File: src/core/nibble_swap_xor_regs.vh
// Opcode patterns, field positions and reset values for the four-instruction decode block.
`ifndef NIBBLE_SWAP_XOR_REGS_VH
`define NIBBLE_SWAP_XOR_REGS_VH
`define SWAP_MASK        12'hFC_0
`define SWAP_MATCH       12'h38_0
`define XORREG_MASK      12'hFC_0
`define XORREG_MATCH     12'h18_0
`define XORLIT_MASK      12'hF0_0
`define XORLIT_MATCH     12'hF0_0
`define DIRLD_MASK       12'hFF_8
`define DIRLD_MATCH      12'h00_0
`define DIRLD_PORT_SEL   3'h6
`define DEST_BIT         5
`define FADDR_MSB        4
`define WREG_RESET       8'h00
`define DIR_RESET        8'hFF
`define ZFLAG_RESET      1'b0
`endif

File: src/core/nibble_swap_xor_direction_load_op_exec.v
// Decode and one-cycle execute of nibble swap, two exclusive-ORs and direction load.
//
// Overview of operation
// - Swap nibbles of file register, flags untouched.
// - Swap result to W if d=0, else file.
// - XOR W with file register, update zero.
// - XOR result to W if d=0, else file.
// - Direction load copies W, no flags.
// - Direction load acts only for field 6.
`include "nibble_swap_xor_regs.vh"
module nibble_swap_xor_direction_load_op_exec (
	// Clock and reset.
	input  wire        CLK,
	input  wire        ARST_N,
	// Instruction issue.
	input  wire        INSN_VALID,
	input  wire [11:0] INSN,
	// File register read data for the addressed register.
	input  wire [7:0]  FILE_RDATA,
	// File register write port.
	output reg         FILE_WE,
	output reg  [4:0]  FILE_ADDR,
	output reg  [7:0]  FILE_WDATA,
	// Core state.
	output reg  [7:0]  WREG,
	output reg         ZFLAG,
	output reg  [7:0]  PORT_DIR,
	// Flags a word that none of the four handles, or a bad direction target.
	output reg         INSN_UNHANDLED
);
	reg        rst_meta_r;
	reg        rst_sync_r;
	wire       is_swap;
	wire       is_xor_reg;
	wire       is_xor_lit;
	wire       is_dir_load;
	wire       dest_file;
	wire [7:0] swap_res;
	wire [7:0] xreg_res;
	wire [7:0] xlit_res;

	// Reset release through two flops so that all state leaves reset on one edge.
	always @(posedge CLK or negedge ARST_N) begin
		if (!ARST_N) begin
			rst_meta_r <= 1'b0;
			rst_sync_r <= 1'b0;
		end else begin
			rst_meta_r <= 1'b1;
			rst_sync_r <= rst_meta_r;
		end
	end

	opcode_class u_class (
		.insn        (INSN),
		.is_swap     (is_swap),
		.is_xor_reg  (is_xor_reg),
		.is_xor_lit  (is_xor_lit),
		.is_dir_load (is_dir_load)
	);

	// Datapath results, formed in parallel; the class selects which one lands.
	assign dest_file = INSN[`DEST_BIT];
	assign swap_res  = {FILE_RDATA[3:0], FILE_RDATA[7:4]};
	assign xreg_res  = WREG ^ FILE_RDATA;
	assign xlit_res  = WREG ^ INSN[7:0];

	// Single-cycle execute. The write port is a one-cycle pulse, so the file
	// register sees exactly one write per qualifying instruction.
	always @(posedge CLK or negedge rst_sync_r) begin
		if (!rst_sync_r) begin
			FILE_WE        <= 1'b0;
			FILE_ADDR      <= 5'h0;
			FILE_WDATA     <= 8'h00;
			WREG           <= `WREG_RESET;
			ZFLAG          <= `ZFLAG_RESET;
			PORT_DIR       <= `DIR_RESET;
			INSN_UNHANDLED <= 1'b0;
		end else begin
			FILE_WE        <= 1'b0;
			INSN_UNHANDLED <= 1'b0;
			FILE_ADDR      <= INSN[`FADDR_MSB:0];
			if (INSN_VALID) begin
				if (is_swap) begin
					// Status flags are deliberately left alone here.
					if (dest_file) begin
						FILE_WE    <= 1'b1;
						FILE_WDATA <= swap_res;
					end else begin
						WREG <= swap_res;
					end
				end else if (is_xor_reg) begin
					ZFLAG <= (xreg_res == 8'h00);
					if (dest_file) begin
						FILE_WE    <= 1'b1;
						FILE_WDATA <= xreg_res;
					end else begin
						WREG <= xreg_res;
					end
				end else if (is_xor_lit) begin
					WREG  <= xlit_res;
					ZFLAG <= (xlit_res == 8'h00);
				end else if (is_dir_load) begin
					PORT_DIR <= WREG;
				end else begin
					// Covers other direction fields and foreign opcodes alike.
					INSN_UNHANDLED <= 1'b1;
				end
			end
		end
	end
endmodule // nibble_swap_xor_direction_load_op_exec

File: src/core/opcode_class.v
// Combinational classifier that sorts a 12-bit instruction word into the four handled kinds.
`include "nibble_swap_xor_regs.vh"
module opcode_class (
	// Instruction word under decode.
	input  wire [11:0] insn,
	// One-hot class outputs.
	output wire        is_swap,
	output wire        is_xor_reg,
	output wire        is_xor_lit,
	output wire        is_dir_load
);
	// Mask-and-compare matching; unmatched words raise no class bit.
	assign is_swap     = (insn & `SWAP_MASK) == `SWAP_MATCH;
	assign is_xor_reg  = (insn & `XORREG_MASK) == `XORREG_MATCH;
	assign is_xor_lit  = (insn & `XORLIT_MASK) == `XORLIT_MATCH;
	assign is_dir_load = ((insn & `DIRLD_MASK) == `DIRLD_MATCH)
		&& (insn[2:0] == `DIRLD_PORT_SEL);
endmodule // opcode_class

File: config.mk
export PLATFORM = sky130hd
export DESIGN_NAME = nibble_swap_xor_direction_load_op_exec
export DESIGN_NICKNAME = d
export VERILOG_FILES = /design/src/core/nibble_swap_xor_direction_load_op_exec.v /design/src/core/opcode_class.v
export VERILOG_INCLUDE_DIRS = /design/src /design/src/core
export SDC_FILE = /design/constraint.sdc
export NUM_CORES = 1
export LEC_CHECK = 0
export ABC_AREA = 1
export BUFFER_PORTS_ARGS = -buffer_cell sky130_fd_sc_hd__buf_2
export CAP_MARGIN = 20
export CELL_PAD_IN_SITES_DETAIL_PLACEMENT = 1
export CELL_PAD_IN_SITES_GLOBAL_PLACEMENT = 2
export CORE_UTILIZATION = 30
export DETAILED_ROUTE_END_ITERATION = 10
export HOLD_SLACK_MARGIN = 0.02
export PLACE_DENSITY_LB_ADDON = 0.1
export SLEW_MARGIN = 20
export SYNTH_ARGS = -nofsm -noshare
export SYNTH_HDL_FRONTEND = slang
export SYNTH_SLANG_ARGS = --single-unit
File: constraint.sdc
create_clock -name CLK -period 2.1 [get_ports CLK]
set_clock_uncertainty 0.05 [all_clocks]
set_input_delay 0.42 -clock CLK [delete_from_list [all_inputs] [get_ports CLK]]
set_output_delay 0.42 -clock CLK [all_outputs]
set_load 0.02 [all_outputs]
* Word-level counts from Yosys, hierarchy flattened
Cells that the tools add are included.
** Storage, ports and cells
- Input port bits :: 23
- Flip-flop bits (word level) :: 34
- Output and inout port bits :: 32
** Operators by class
- Equal/unequal tests :: 8
- Mux-type cells :: 20
- Bitwise logic cells :: 5
- Reduce and logical (&&, ||, !) cells :: 11
** Operators by type and width (count)
- two-way mux 8 bit :: 9
- zero test 8 bit :: 2
- bitwise XOR 8 bit :: 2
- zero test 12 bit :: 1
- two-way mux 1 bit :: 11
- != test 2 bit, second input constant :: 4
- AND reduction 4 bit :: 2
- equality test 6 x 3 -> 1 bit, second input constant :: 1
- equality test 6 x 4 -> 1 bit, second input constant :: 1
- AND reduction 5 bit :: 1
- equality test 4 bit, second input constant :: 1
- nonzero test 2 bit :: 2
- equality test 3 bit, second input constant :: 1
- inverter 1 bit :: 3
- AND reduction 3 bit :: 1
- nonzero test 3 bit :: 1
- logical AND 1 bit :: 1

* Logic depth before layout (Yosys ltp)
- Word-level depth :: 7
- Depth in mapped cells :: 10

* By module
From an unflattened synthesis, not the netlist that was laid out.
** Unflattened totals
- Cells, all modules :: 243
- Area, all modules :: 1921.8 sq um
** Modules (own cells, without submodules)
- nibble_swap_xor_direction_load_op_exec :: seq. area each 860.8 sq um, area an instance 1819.2 sq um, instances 1, cells each 219
- opcode_class :: seq. area each 0.0 sq um, area an instance 102.6 sq um, instances 1, cells each 24

* Worst setup path before layout
Ideal clock, no wire load.
- Path type :: input port to flip-flop
- From :: input port INSN[6]
- To :: register WREG[4]
- Path buffers :: 0
- Setup slack :: 0.685 ns
- Library setup time :: 0.117 ns
- Arrival time :: 1.248 ns
- Cell stages on the path :: 10
- Cells stage by stage :: inv_2 -> nand2_2 -> nor2_4 -> nand2_4 -> nand2_4 -> nand2_4 -> nor2_4 -> inv_2 -> nand2_1 -> nand2_1
** On the way
- Word-level cells in the longest chain between the ends :: 3
- Elaborated cells on any way between the ends :: 8
- Classes of those cells :: eq/ne (4); mux (2); reduce/logical (2)
** RTL lines
- start, declared :: RTL line nibble_swap_xor_direction_load_op_exec.v:17 : input wire [11:0] INSN,
- equality test 6 x 3 -> 1 bit (no source line) / equality test 6 x 4 -> 1 bit (equally long branches)
- != test 2 bit (no source line) (tied with other cells)
- AND reduction 4 bit (no source line) / two-way mux 8 bit (equally long branches)
- end signal, assigned :: RTL line nibble_swap_xor_direction_load_op_exec.v:74 : WREG <= `WREG_RESET;
- end signal, assigned :: RTL line nibble_swap_xor_direction_load_op_exec.v:89 : WREG <= swap_res;
- end signal, assigned :: RTL line nibble_swap_xor_direction_load_op_exec.v:97 : WREG <= xreg_res;
- end, declared :: RTL line nibble_swap_xor_direction_load_op_exec.v:25 : output reg [7:0] WREG,
Parallel ways exist; a longest one is shown, timed or not.
A chain may end at the register's enable or synchronous reset.

* Worst setup path after layout
Same ends and word-level chain as after synthesis.

==> flow_metrics.py <==
metrics = {
    "min_path": {
        "whs_endpoint": "FILE_ADDR[0]",
        "holdCritStartpoint": "INSN[0]",
        "hold_class": "in -> reg",
        "whs_path_depth": 1,
    },
    "run_status": {
        "status": "completed",
    },
    "synth": {
        "synthAdderAreaFrac_pct": 0,
        "yosysWarnings": 0,
        "synth_cell_types": 24,
        "synth_mux_area_share_pct": 0,
        "synth-edff-count": 0,
        "synthTopCellsByArea": "dfrtp_1 34%, nand2_1 22%, dfstp_2 11%, nand3_1 7.6%, inv_1 4.9%",
        "syn_inst": 260,
        "synth_top_cell_by_area": "dfrtp_1",
        "synth_top_cell_area_share_pct": 34.05,
        "synth.avg_cell_area_um2": 7.348,
        "syn-cell-area_mm2": 0.001911,
        "async_flop_share_pct": 100.0,
        "synth-xor-area-share_pct": 2.292,
        "yosysSeqAreaShare_pct": 45.06,
        "synth_top_family_by_area": "simple AND/OR/NAND/NOR gates",
        "synth_ff_type": "dfrtp_1",
        "syn_nets": 283,
        "synth-compound-area-share_pct": 4.191,
        "synth_simple_gate_area_share_pct": 40.80,
        "ys_ff_latch": 34,
    },
    "finish": {
        "final_common_cell": "nand2_1",
        "diodes": 0,
        "area_growth_pct": 24.69,
        "final_core_util_pct": 39.53,
        "layout-drive-gt1-share_pct": 28.26,
        "nNetsFinal": 344,
        "most-common-layout-cells": "114 x nand2_1, 54 x buf_2, 29 x nand3_1, 26 x dfrtp_1, 25 x inv_1",
    },
    "critical_path": {
        "arrival_ns": 1.69,
        "crit_chain": "buf_2, inv_2, nand2_2, nor2_4, nand2_4, nand2_4, nand2_4, nor2_4, inv_2, nand2_1, nand2_1",
        "crit_fanout": 10,
        "r2r-end": "ZFLAG",
        "r2r_slack_ns": 0.75,
        "reg2reg_from": "WREG[7]",
        "cp_common_cell": "nand2_4",
        "slowest_stage": "nor2_4",
        "cp-end-kind": "flip-flop",
        "slowest_delay_ns": 0.25,
        "required_ns": 2.23,
        "r2r_cells": 9,
        "crit_type": "in -> reg",
        "crit_path_start_kind": "primary input",
        "crit_start": "INSN[6]",
    },
    "timing": {
        "hold_violations": 0,
        "drv_slew": 0,
        "fin_ws_ns": 0.5383,
        "setup_viol": 0,
        "rsz0062_at_grt": "no",
        "fmax_mhz": 640.3,
        "setup_tns_ns": 0,
        "period_needed_ns": 1.562,
        "period_share_pct": 74.37,
    },
    "global_route": {
        "grt_use_met3_pct": 3.333,
        "antenna_found_initial": 0,
        "first_global_vias": 1825,
        "grt_max_degree": 33,
        "grt_pass1_wl_um": 9377,
        "grtUsageTotal_pct": 19.14,
        "grt-ovfl-total": 0,
        "grt-busiest-layer": "met2",
        "grt.met1_usage_pct": 25.00,
        "met2_usage_pct": 31.82,
    },
    "power": {
        "p_per_area_mw_per_mm2": 878.4,
        "peakVddDrop_mv": 0.3345,
        "p_leak_nw": 1.349,
    },
    "cts": {
        "ctsResizeCount": 0,
        "postCtsSetupRepairBufs": 0,
        "clk_pin_slew_worst_paths_ns": 0.08,
        "clockBufferDepth": 2,
        "numCtsBuffers": 5,
        "cts_tree": "yes",
        "numClockSinks": 34,
        "root_buffer": "clkbuf_8",
        "clock_latency_ns": 0.29,
        "cts_htree_levels": 2,
        "hold_buffers": 1,
    },
    "placement": {
        "place_congestion": 0.8365,
        "hpwl_um": 4483,
        "place_ws_ns": 0.1989,
        "port_buffers": 54,
    },
    "routing": {
        "ant_nets": 0,
        "firstDrtPassIters": 4,
        "drt_drc_violations_left": 0,
        "viasPerCell": 4.599,
        "wirelength_um": 5669,
        "vias": 1826,
        "wl_per_cell_um": 14.28,
        "drt-initial-drc-count": 42,
    },
    "floorplanning": {
        "core_mm2": 0.006026,
        "fp.dieH_um": 81.81,
        "dieArea_mm2": 0.006692,
        "initial_core_util_pct": 31.71,
        "row_count": 28,
        "io_pins": 55,
        "die_x_um": 81.81,
    },
    "job": {
        "maxCapViolations": 0,
    },
}
worst max path at each step:
stage          endpoint  slack (ns)
6_report        WREG[4]        0.54
5_1_grt         WREG[1]        0.41
4_1_cts         WREG[1]        0.52
3_5_place_dp    WREG[7]        0.20
3_3_place_gp    WREG[1]        0.23
2_1_floorplan   WREG[4]        0.68
per-stage QoR:
step / instances / power, mW / hold WS [ns] / cell area [um^2]
after floorplan: 260 / 1.271 / 0.07441 / 1911
after global placement: 388 / 1.501 / 0.1552 / 2263
after detailed placement: 388 / 1.507 / 0.1620 / 2263
after CTS: 397 / 2.130 / 0.1941 / 2382
after global routing: 397 / 2.247 / 0.2059 / 2382
final: 397 / 2.093 / 0.2087 / 2382
per-layer routing:
metal	routed length, um	share of wire [%]
met5	0	0
met1	2670	47
met2	2658	47
met3	242	4.3
met4	97	1.7
layout make-up:
class	count	area, um^2
clock inverter	3	40.04
clock buffer	5	68.82
timing repair buffer	56	287.8
tap	75	93.84
sequential	34	860.8
multi-input combinational	193	907.1
inverter	31	123.9
fill	778	3643
cells by family (layout without fill, tap and decap cells):
logic type	after synthesis	count (layout)
AO/OA/AOI/OAI	16	16
other	1	1
buffers and inverters	33	95
XOR/XNOR	5	5
AND/OR/NAND/NOR	171	171
flip-flops	34	34
state kept, by name, indices dropped and copies added, names as in the netlist, 5 cells and up:
register	cells
WREG	8
FILE_ADDR	5
PORT_DIR	8
FILE_WDATA	8
power breakdown:
part / switching, mW / total [mW] / leakage [nW] / internal (mW)
combinational: 0.433 / 0.655 / 0.881 / 0.222
clock: 0.252 / 0.602 / 0.0579 / 0.349
sequential: 0.0936 / 0.836 / 0.410 / 0.742
total: 0.779 / 2.09 / 1.35 / 1.31
cells in the mapped netlist (2+ instances only):
cell type	count
dfrtp_1	26
o21ai_1	8
o21ai_0	8
nor2_2	2
nand4_1	3
xnor2_1	2
nand2_2	2
inv_2	4
nor2_1	10
dfstp_2	8
nand2_1	114
inv_1	25
xor2_1	3
nor2_4	4
nand2_4	4
nand3_1	29
critical path: cells and delay by family:
family,cells,cell delay [ns]
simple gates,8,0.91
buf+inv,3,0.35
No activity file was read; power rests on OpenSTA's default activity.
